### src/logic/gpe_cfg.svh
// Constants for the two-port pin block with edge events and wake request
// What this block does
// RULE_01: Reading the port A level register returns the live level of all eight pins.
// RULE_02: Reading the port B level register returns five live pin levels with bits 7-5 as zero.
// RULE_03: Each low port A drive-type bit picks open drain at 0 and push pull at 1, resetting to 0.
// RULE_04: A wake request is raised while any low port A event flag and its enable are both set.
// RULE_05: Each low port A edge-select bit picks rising edge at 0 and falling edge at 1, default 0.
// RULE_06: A selected edge on a low port A pin in input mode sets and holds its event flag.
// RULE_07: Writing 1 to an event flag clears it to 0.
// RULE_08: Each port B direction bit makes its pin an input at 0 and an output at 1, reset 0.
// RULE_09: Each port B output value bit is the level driven in output mode, reset 1.
// RULE_10: Each port A direction bit makes its pin an input at 0 and an output at 1, reset 0.
// RULE_11: Each port A output value bit is the level driven in output mode, reset 1.
// RULE_12: Reserved bits read 0 and ignore writes, and writing 0 to an event flag keeps it.
`ifndef GPE_CFG_SVH
`define GPE_CFG_SVH

// ==========================================================
// Register indices, byte address is four times the index
`define GPE_IDX_PB_DIRECTION   8'h0A0
`define GPE_IDX_PB_OUT_VALUE   8'h0A1
`define GPE_IDX_PB_PIN_LEVEL   8'h0A2
`define GPE_IDX_PA_DIRECTION   8'h0B0
`define GPE_IDX_PA_OUT_VALUE   8'h0B1
`define GPE_IDX_PA_PIN_LEVEL   8'h0B2
`define GPE_IDX_PA_DRIVE_TYPE  8'h0B3
`define GPE_IDX_PA_WAKE_EN     8'h0B4
`define GPE_IDX_PA_EDGE_SEL    8'h0B5
`define GPE_IDX_PA_EVENT_FLAGS 8'h0B6

// ==========================================================
// Widths and reset values
`define GPE_PA_W         8
`define GPE_PB_W         5
`define GPE_EDGE_W       4
`define GPE_RST_DIR      8'h00
`define GPE_RST_VAL      8'hFF
`define GPE_RST_DRIVE    8'h00
`define GPE_RST_WAKE     8'h00
`define GPE_RST_EDGE     8'h00
`define GPE_RST_FLAGS    8'h00

`endif

### src/logic/gpe_pkg.sv
// Types shared by the pin block
package gpe_pkg;
	// ==========================================================
	// Pin drive bundles, output enable active low
	typedef struct packed {
		logic [7:0] level;
		logic [7:0] oe_n;
	} gpe_pa_drv_t;

	typedef struct packed {
		logic [4:0] level;
		logic [4:0] oe_n;
	} gpe_pb_drv_t;
endpackage : gpe_pkg

### src/logic/gpe_edge_det.sv
// Per-pin edge detector for the event pins
`timescale 1ns/10ps
module gpe_edge_det #(
	parameter int W = 4
) (
	// Clock and reset
	input  wire logic         clk_i,
	input  wire logic         rst_i,
	// Pin side
	input  wire logic [W-1:0] pin_i,
	input  wire logic [W-1:0] in_mode_i,
	input  wire logic [W-1:0] falling_i,
	// Event pulses
	output logic      [W-1:0] event_o
);
	logic [W-1:0] prev_reg;
	logic         primed_reg;

	if (W < 1 || W > 8) begin : g_bad_w
		$error("gpe_edge_det: W out of range");
	end

	// No edge on the first cycle after reset, the old level is unknown
	always_ff @(posedge clk_i) begin
		if (rst_i) begin
			primed_reg <= 1'b0;
		end else begin
			primed_reg <= 1'b1;
		end
	end

	always_ff @(posedge clk_i) begin
		prev_reg <= pin_i;
	end

	genvar g;
	generate
		for (g = 0; g < W; g++) begin : g_bit
			assign event_o[g] = primed_reg && in_mode_i[g] &&
				(falling_i[g] ? (prev_reg[g] && !pin_i[g])     // RULE_05
				              : (!prev_reg[g] && pin_i[g]));   // RULE_05
		end
	endgenerate
endmodule : gpe_edge_det

### src/logic/gpe_top.sv
// Two-port pin block with edge events, wake request and Wishbone registers
//
// Our own choice: the Wishbone register port.
`timescale 1ns/10ps
`include "gpe_cfg.svh"
module gpe_top #(
	parameter int EDGE_PINS = `GPE_EDGE_W
) (
	// Clock and reset
	input  wire logic                clk_i,
	input  wire logic                rst_i,
	// Wishbone slave
	input  wire logic                cyc_i,
	input  wire logic                stb_i,
	input  wire logic                we_i,
	input  wire logic [9:0]          adr_i,
	input  wire logic [3:0]          sel_i,
	input  wire logic [31:0]         dat_i,
	output logic      [31:0]         dat_o,
	output logic                     ack_o,
	// Port A pins
	input  wire logic [7:0]          pa_in_i,
	output gpe_pkg::gpe_pa_drv_t     pa_drv_o,
	// Port B pins
	input  wire logic [4:0]          pb_in_i,
	output gpe_pkg::gpe_pb_drv_t     pb_drv_o,
	// Wake request
	output logic                     wake_o
);
	import gpe_pkg::*;

	if (EDGE_PINS < 1 || EDGE_PINS > `GPE_PA_W) begin : g_bad_cfg
		$error("gpe_top: EDGE_PINS out of range");
	end

	// ==========================================================
	// Registers
	logic [7:0]           pa_dir_reg;
	logic [7:0]           pa_val_reg;
	logic [EDGE_PINS-1:0] pa_pp_reg;
	logic [EDGE_PINS-1:0] pa_wake_en_reg;
	logic [EDGE_PINS-1:0] pa_edge_sel_reg;
	logic [EDGE_PINS-1:0] pa_flags_reg;
	logic [EDGE_PINS-1:0] pa_flags_next;
	logic [4:0]           pb_dir_reg;
	logic [4:0]           pb_val_reg;
	logic                 ack_reg;
	logic [31:0]          dat_reg;
	logic                 wake_reg;
	gpe_pa_drv_t          pa_drv_reg;
	gpe_pb_drv_t          pb_drv_reg;
	logic [EDGE_PINS-1:0] edge_evt;
	logic [7:0]           idx;
	logic                 wr_go;
	logic [7:0]           wr_byte;
	logic [7:0]           rd_next;

	assign idx     = adr_i[9:2];
	// Write commits at the edge where the master sees ack
	assign wr_go   = cyc_i && stb_i && we_i && ack_reg && sel_i[0];
	assign wr_byte = dat_i[7:0];

	assign dat_o    = dat_reg;
	assign ack_o    = ack_reg;
	assign pa_drv_o = pa_drv_reg;
	assign pb_drv_o = pb_drv_reg;
	assign wake_o   = wake_reg;

	// ==========================================================
	// Bus handshake, one wait state then ack for one cycle
	always_ff @(posedge clk_i) begin
		if (rst_i) begin
			ack_reg <= 1'b0;
		end else begin
			ack_reg <= cyc_i && stb_i && !ack_reg;
		end
	end

	// ==========================================================
	// Read mux, unmapped indices read zero
	always_comb begin
		rd_next = 8'h00;
		unique case (idx)
			`GPE_IDX_PB_DIRECTION:   rd_next = {3'h0, pb_dir_reg};              // RULE_12
			`GPE_IDX_PB_OUT_VALUE:   rd_next = {3'h0, pb_val_reg};              // RULE_12
			`GPE_IDX_PB_PIN_LEVEL:   rd_next = {3'h0, pb_in_i};                 // RULE_02
			`GPE_IDX_PA_DIRECTION:   rd_next = pa_dir_reg;
			`GPE_IDX_PA_OUT_VALUE:   rd_next = pa_val_reg;
			`GPE_IDX_PA_PIN_LEVEL:   rd_next = pa_in_i;                         // RULE_01
			`GPE_IDX_PA_DRIVE_TYPE:  rd_next = 8'(pa_pp_reg);                   // RULE_12
			`GPE_IDX_PA_WAKE_EN:     rd_next = 8'(pa_wake_en_reg);              // RULE_12
			`GPE_IDX_PA_EDGE_SEL:    rd_next = 8'(pa_edge_sel_reg);             // RULE_12
			`GPE_IDX_PA_EVENT_FLAGS: rd_next = 8'(pa_flags_reg);                // RULE_12
			default:                 rd_next = 8'h00;
		endcase
	end

	// Data captured as ack rises, stands through the ack cycle
	always_ff @(posedge clk_i) begin
		if (rst_i) begin
			dat_reg <= 32'h0000_0000;
		end else if (cyc_i && stb_i && !we_i && !ack_reg) begin
			dat_reg <= {24'h00_0000, rd_next};
		end
	end

	// ==========================================================
	// Port A control registers
	always_ff @(posedge clk_i) begin
		if (rst_i) begin
			pa_dir_reg <= `GPE_RST_DIR;                                     // RULE_10
			pa_val_reg <= `GPE_RST_VAL;                                     // RULE_11
		end else if (wr_go) begin
			if (idx == `GPE_IDX_PA_DIRECTION) pa_dir_reg <= wr_byte;        // RULE_10
			if (idx == `GPE_IDX_PA_OUT_VALUE) pa_val_reg <= wr_byte;        // RULE_11
		end
	end

	always_ff @(posedge clk_i) begin
		if (rst_i) begin
			pa_pp_reg       <= EDGE_PINS'(`GPE_RST_DRIVE);                  // RULE_03
			pa_wake_en_reg  <= EDGE_PINS'(`GPE_RST_WAKE);
			pa_edge_sel_reg <= EDGE_PINS'(`GPE_RST_EDGE);                   // RULE_05
		end else if (wr_go) begin
			if (idx == `GPE_IDX_PA_DRIVE_TYPE)
				pa_pp_reg <= wr_byte[EDGE_PINS-1:0];                        // RULE_03
			if (idx == `GPE_IDX_PA_WAKE_EN)
				pa_wake_en_reg <= wr_byte[EDGE_PINS-1:0];                   // RULE_12
			if (idx == `GPE_IDX_PA_EDGE_SEL)
				pa_edge_sel_reg <= wr_byte[EDGE_PINS-1:0];                  // RULE_05
		end
	end

	// ==========================================================
	// Port B control registers, upper bits dropped on write
	always_ff @(posedge clk_i) begin
		if (rst_i) begin
			pb_dir_reg <= 5'(`GPE_RST_DIR);                                 // RULE_08
			pb_val_reg <= 5'(`GPE_RST_VAL);                                 // RULE_09
		end else if (wr_go) begin
			if (idx == `GPE_IDX_PB_DIRECTION) pb_dir_reg <= wr_byte[4:0];   // RULE_08
			if (idx == `GPE_IDX_PB_OUT_VALUE) pb_val_reg <= wr_byte[4:0];   // RULE_09
		end
	end

	// ==========================================================
	// Edge events and sticky flags
	gpe_edge_det #(
		.W         (EDGE_PINS)
	) u_edge (
		.clk_i     (clk_i),
		.rst_i     (rst_i),
		.pin_i     (pa_in_i[EDGE_PINS-1:0]),
		.in_mode_i (~pa_dir_reg[EDGE_PINS-1:0]),                            // RULE_10
		.falling_i (pa_edge_sel_reg),
		.event_o   (edge_evt)
	);

	// Set beats clear so an edge in the clearing cycle is kept
	always_comb begin
		pa_flags_next = pa_flags_reg;
		if (wr_go && idx == `GPE_IDX_PA_EVENT_FLAGS)
			pa_flags_next = pa_flags_next & ~wr_byte[EDGE_PINS-1:0];       // RULE_07
		pa_flags_next = pa_flags_next | edge_evt;                           // RULE_06
	end

	always_ff @(posedge clk_i) begin
		if (rst_i) begin
			pa_flags_reg <= EDGE_PINS'(`GPE_RST_FLAGS);
		end else begin
			pa_flags_reg <= pa_flags_next;                                  // RULE_06
		end
	end

	// Registered so a flag clear never glitches the wake line
	always_ff @(posedge clk_i) begin
		if (rst_i) begin
			wake_reg <= 1'b0;
		end else begin
			wake_reg <= |(pa_flags_reg & pa_wake_en_reg);                   // RULE_04
		end
	end

	// ==========================================================
	// Pin drivers, low bits may be open drain, the rest push pull
	// One register for the bundle keeps each bit on a single driver
	logic [7:0] pa_oe_n_next;
	genvar g;
	generate
		for (g = 0; g < 8; g++) begin : g_pa
			if (g < EDGE_PINS) begin : g_od
				assign pa_oe_n_next[g] = !(pa_dir_reg[g] &&
					(pa_pp_reg[g] || !pa_val_reg[g]));                   // RULE_03
			end else begin : g_pp
				assign pa_oe_n_next[g] = !pa_dir_reg[g];                 // RULE_10
			end
		end
	endgenerate

	always_ff @(posedge clk_i) begin
		if (rst_i) begin
			pa_drv_reg.level <= `GPE_RST_VAL;
			pa_drv_reg.oe_n  <= 8'hFF;
		end else begin
			pa_drv_reg.level <= pa_val_reg;                                 // RULE_11
			pa_drv_reg.oe_n  <= pa_oe_n_next;                               // RULE_03
		end
	end

	always_ff @(posedge clk_i) begin
		if (rst_i) begin
			pb_drv_reg.level <= 5'(`GPE_RST_VAL);
			pb_drv_reg.oe_n  <= 5'h1F;
		end else begin
			pb_drv_reg.level <= pb_val_reg;                                 // RULE_09
			pb_drv_reg.oe_n  <= ~pb_dir_reg;                                // RULE_08
		end
	end

	logic rd_pa;
	logic rd_pb;
	logic rd_dt;
	assign rd_pa = ack_reg && !we_i && idx == `GPE_IDX_PA_PIN_LEVEL;
	assign rd_pb = ack_reg && !we_i && idx == `GPE_IDX_PB_PIN_LEVEL;
	assign rd_dt = ack_reg && !we_i && idx == `GPE_IDX_PA_DRIVE_TYPE;
endmodule : gpe_top

### config.mk
export PLATFORM = sky130hd
export DESIGN_NAME = gpe_top
export DESIGN_NICKNAME = d
export VERILOG_FILES = /design/src/logic/gpe_pkg.sv /design/src/logic/gpe_edge_det.sv /design/src/logic/gpe_top.sv
export VERILOG_INCLUDE_DIRS = /design/src /design/src/logic
export SDC_FILE = /design/constraint.sdc
export NUM_CORES = 1
export LEC_CHECK = 0
export ABC_AREA = 1
export ABC_CLOCK_PERIOD_IN_PS = 1150
export BUFFER_PORTS_ARGS = -buffer_cell sky130_fd_sc_hd__buf_2
export CELL_PAD_IN_SITES_DETAIL_PLACEMENT = 1
export CELL_PAD_IN_SITES_GLOBAL_PLACEMENT = 1
export CORE_MARGIN = 3
export CORE_UTILIZATION = 32
export CTS_CLUSTER_DIAMETER = 30
export DETAILED_ROUTE_END_ITERATION = 10
export MAX_ROUTING_LAYER = met4
export PLACE_DENSITY_LB_ADDON = 0.1
export SLEW_MARGIN = 20
export SYNTH_ARGS = -nofsm -noshare
export SYNTH_HDL_FRONTEND = slang
export SYNTH_SLANG_ARGS = --single-unit
export TNS_END_PERCENT = 50
### constraint.sdc
create_clock -name clk_i -period 1.15 [get_ports clk_i]
set_input_delay 0.115 -clock clk_i [delete_from_list [all_inputs] [get_ports clk_i]]
set_output_delay 0.115 -clock clk_i [all_outputs]
set_load 0.1 [all_outputs]
Word-level counts from Yosys, hierarchy flattened
Cells that the tools add are included.
{"block": "word_totals", "regBits": 83, "latchBits": 0, "ram_bits": 0, "romBits": 0, "out_inout_bits": 60, "wordCells": 102, "mem_count": 0}
{"block": "classes", "addsub": 0, "multipliers": 0, "n_div": 0, "order_cmp": 0, "n_eq_ne": 10, "shifts": 0, "mux": 7, "n_bitwise": 6, "reduce_logical": 62}
{"operator": "$eq 8x8->1 const B", "count": 10}
{"operator": "$pmux 8 s10", "count": 1}
{"operator": "$logic_and 1x1->1", "count": 28}
{"operator": "$logic_not 1->1", "count": 22}
{"operator": "$reduce_and 2->1", "count": 7}
{"operator": "$and 4x4->4", "count": 2}
{"operator": "$not 4->4", "count": 2}
{"operator": "$mux 1", "count": 5}
{"operator": "$not 5->5", "count": 1}
{"operator": "$logic_or 1x1->1", "count": 4}
{"operator": "$mux 4", "count": 1}
{"operator": "$or 4x4->4", "count": 1}
{"operator": "$reduce_or 4->1", "count": 1}

Longest topological paths before layout
{"block": "depth", "ltp_word": 7, "depth_mapped": 11}

Cells and area by module
A second synthesis with hierarchy kept.
{"block": "unflattened", "hier_cells": 487, "area_unflattened_um2": 3686.0}
{"mod": "gpe_top", "instances": 1, "cells_each": 444, "area_per_inst_um2": 3443.3, "seq_area_each_um2": 1561.5}
{"mod": "gpe_edge_det", "instances": 1, "cells_each": 43, "area_per_inst_um2": 242.7, "seq_area_each_um2": 100.1}

Least setup slack after synthesis
No wires, ideal clock.
{"block": "synth_path", "path_kind": "register to register", "from": "register ack_reg, in the netlist ack_o", "to": "register pa_flags_reg[0]", "setup_ps": 135, "t_arrival_ps": 1892, "required_ps": 1015, "slack_ps": -877, "stages_incl_launch_ff": 6, "n_path_buf": 0, "period_less_slack_ps": 2027, "cell_sequence": "dfxtp_1 -> nand4_2 -> nor4_1 -> nand2_1 -> nand2_1 -> a21oi_1"}
{"block": "synth_between", "elab_chain_cells": 5}
{"item": "start, declared", "line": "gpe_top.sv:47", "rtl": "logic ack_reg;"}
{"item": "start signal, assigned", "line": "gpe_top.sv:75", "rtl": "ack_reg <= cyc_i && stb_i && !ack_reg;"}
{"item": "$logic_and 1x1->1 (2 in a row)", "line": "gpe_top.sv:60", "rtl": "assign wr_go = cyc_i && stb_i && we_i && ack_reg && sel_i[0];"}
{"item": "$logic_and 1x1->1 (no line)"}
{"item": "$mux 4", "line": "gpe_top.sv:162", "rtl": "if (wr_go && idx == `GPE_IDX_PA_EVENT_FLAGS)"}
{"item": "$or 4x4->4", "line": "gpe_top.sv:164", "rtl": "pa_flags_next = pa_flags_next | edge_evt;"}
{"item": "end signal, assigned", "line": "gpe_top.sv:169", "rtl": "pa_flags_reg <= EDGE_PINS'(`GPE_RST_FLAGS);"}
{"item": "end signal, assigned", "line": "gpe_top.sv:171", "rtl": "pa_flags_reg <= pa_flags_next;"}
{"item": "end, declared", "line": "gpe_top.sv:43", "rtl": "logic [EDGE_PINS-1:0] pa_flags_reg;"}
Every way passes these cells.
A chain may end at the register's enable or synchronous reset.

Final worst setup path
{"block": "layout_path", "from": "register ack_reg, in the netlist ack_o", "to": "register pa_val_reg[7]"}
{"block": "layout_between", "elab_chain_cells": 3}
{"item": "$logic_and 1x1->1 (2 in a row)", "line": "gpe_top.sv:60"}
{"item": "$reduce_and 2->1 (no line)"}
{"item": "end signal, assigned", "line": "gpe_top.sv:112", "rtl": "pa_val_reg <= `GPE_RST_VAL;"}
{"item": "end signal, assigned", "line": "gpe_top.sv:115", "rtl": "if (idx == `GPE_IDX_PA_OUT_VALUE) pa_val_reg <= wr_byte;"}
{"item": "end, declared", "line": "gpe_top.sv:39", "rtl": "logic [7:0] pa_val_reg;"}
Every way passes these cells.

==> flow_metrics.tcl <==
set metrics [dict create \
    status "finished, violations left" \
    violations "setup timing" \
    drive_gt1_frac 0.2920 \
    drv_slew 0 \
    p_int_w 0.004809 \
    ant_nets 0 \
    synth_edf_count 0 \
    critPathSlowestCell "dfxtp_4" \
    multiInputGateArea_um2 1664 \
    drt_iter0_drc 89 \
    avgRoutedWirePerCell_um 16.17 \
    via_count 3431 \
    grt_pass1_wl_um 19060 \
    nFillCells 1346 \
    power_frac_comb 0.113 \
    grt_overflow 0 \
    dr.pass1.iters 4 \
    p_leak_nw 2.357 \
    async_flop_share 0 \
    finalWeightedCongestion 0.8450 \
    final.min_clock_period_ns 1.206 \
    synthesis.area_um2 3607 \
    rsz0062_at_grt "true" \
    crit_fanout 6 \
    cts_root_buffer "clkbuf_16" \
    final_nets 648 \
    seqPwrFrac 0.437 \
    setup_tns_ns -0.4306 \
    cts_buffers 9 \
    final_cells 729 \
    grt_pass1_vias 3667 \
    clkPwrFrac 0.451 \
    hpwl_um 9055 \
    yosysWarnings 0 \
    path_buf_inv 2 \
    switching_share 0.2774 \
    cts_max_level 3 \
    clock_sinks 83 \
    die-area_um2 12580 \
    syn_inst 478 \
    power_w 0.006655 \
    crit_top_cell "buf_6" \
    port_buffers 70 \
    rows 38 \
    drc 0 \
    clockBufferDepth 2 \
    clkLatencyLatePin_ns 0.34 \
    cts_tree "done" \
    cp_slowest_stage_delay_ns 0.36 \
    skew_ns 0.006666 \
    start_kind "flop" \
    cp.arrival_ns 1.48 \
    setup_viol 18 \
    grt_start_max_net_pins 43 \
    totalWireLength_um 11790 \
    placedCellCount 708 \
    diodes 0 \
    crit_chain "nand4_4, buf_6, nor2_4, buf_6, a21oi_1, o21ai_1" \
    critPathTopFamily "flip-flops" \
    required_ns 1.42 \
    fp.dieH_um 112.2 \
    ir_drop_mv 0.8384 \
    seq_area_frac_synth 0.4606 \
    synth_flop_cell "dfxtp_1" \
    start_util 0.3299 \
    fp.dieW_um 112.2 \
    hold_path.class "in2reg" \
    max_freq_ghz 0.8289 \
    synthToLayoutAreaGrowth_pct 46.69 \
    track_usage 0.1982 \
    antenna_found_initial 0 \
    regArea_um2 1665 \
    critPathKind "reg2reg" \
    switchingPower_w 0.001846 \
    min_period_over_period 1.049 \
    cap_violations 0 \
    clk_transition_reported_paths_ns 0.06 \
    power_density_nw_per_um2 1258 \
    routed_via_density 4.706 \
    io_pins 124 \
    setup_ws_ns -0.05647 \
    yosysUniqueCellTypes 30 \
    end_kind "flop" \
    core_region_area_um2 10940 \
    avgSynthCellArea_um2 7.546 \
    ys_ff_latch 83 \
    hold_violations 0 \
    largest_register_ffs 16 \
]
final cells by class:
class / instances / share of cell area
multi-input cells: 328 / 0.3145
repair buffers: 111 / 0.2407
clock buffers: 10 / 0.04516
well taps: 140 / 0.03310
flip-flops and latches: 83 / 0.3147
clock inverters: 6 / 0.01371
inverters: 51 / 0.03807
cell usage after synthesis (3+ instances only):
cell type,instances,area (µm²)
a21oi_1,34,170.2
a21oi_2,4,35.03
buf_4,25,187.7
buf_6,5,56.30
clkbuf_1,6,22.52
dfxtp_1,83,1662
inv_1,47,176.4
inv_2,3,11.26
nand2_1,102,382.9
nand2_2,5,31.28
nand3_1,57,285.3
nand4_1,5,31.28
nor2_1,34,127.6
nor2_2,3,18.77
nor2_4,5,56.30
o21ai_0,34,170.2
o21ai_1,6,30.03
or2_2,5,31.28
worst reg2reg max path, delay by kind of cell (launching register included):
kind                   cells  cell delay [ns]
AO/OA/AOI/OAI              2             0.14
AND/OR/NAND/NOR            2             0.32
flip-flops                 1             0.36
buffers and inverters      2             0.33
power groups by stage:
stage	logic [W]	clock network, W	registers (W)
floorplan	0.000570	0	0.00298
detailed placement	0.000726	0	0.00297
CTS	0.000741	0.00308	0.00291
global placement	0.000716	0	0.00297
finish	0.000749	0.00300	0.00291
global route	0.000793	0.00322	0.00291
placed cells by master (no fill, tap or decap), types with 5 or more instances in the layout:
| master | synthesis | final |
|---|---|---|
| buf_4 | 25 | 29 |
| nor2_1 | 34 | 33 |
| nor2_4 | 5 | 6 |
| nand2_1 | 102 | 98 |
| nand4_1 | 5 | 5 |
| a21oi_1 | 34 | 34 |
| buf_12 | 0 | 40 |
| o21ai_0 | 34 | 14 |
| nand3_1 | 57 | 52 |
| nand2_2 | 5 | 8 |
| o21ai_1 | 6 | 25 |
| dfxtp_1 | 83 | 82 |
| buf_2 | 2 | 34 |
| conb_1 | 1 | 24 |
| clkbuf_16 | 0 | 9 |
| inv_1 | 47 | 42 |
| inv_2 | 3 | 6 |
| or2_2 | 5 | 5 |
cells by family after synthesis:
family | share of synthesized area
AO/OA/AOI/OAI | 0.1190
buffers and inverters | 0.1308
flip-flops | 0.4606
other | 0.001040
AND/OR/NAND/NOR | 0.2886
final timing paths:
check	end	start	slack [ns]	cells after the start
setup / recovery	pa_val_reg[7]	ack_o	-0.06	6
hold / removal	pa_val_reg[5]	dat_i[5]	0.03	3
setup reg to reg	pa_val_reg[7]	ack_o	-0.06	6
hold reg to reg	pb_drv_o[3]	pb_dir_reg[3]	0.41	1
routing by layer:
layer | vias to the layer above | global-route usage | routed length [µm]
li1 | 1711 | - | -
met1 | 1635 | 0.2477 | 5489
met2 | 73 | 0.3258 | 5735
met3 | 12 | 0.03774 | 395
met4 | 0 | 0.06090 | 167
met5 | - | - | 0
stage by stage:
stage / worst slack, ns / instance area, µm² / hold WS (ns) / utilization
finish: -0.05647 / 5291 / 0.02715 / 0.4839
global route: -0.1386 / 5291 / 0.04100 / 0.4839
CTS: -0.08413 / 5230 / 0.01688 / 0.4783
detailed placement: -0.2559 / 4851 / 0.2344 / 0.4436
global placement: -0.1550 / 4851 / 0.2312 / 0.4436
floorplan: -0.1834 / 3751 / 0.1427 / -
what timing repair did:
action                                  4_1_cts  5_1_grt
hold buffers                                  4        0
pin swaps                                     1        4
endpoints found under the setup margin       46       49
setup buffers                                 0        1
resized for setup                            11       21
endpoints found under the hold margin         4        0
(Power assumes the default switching activity.)
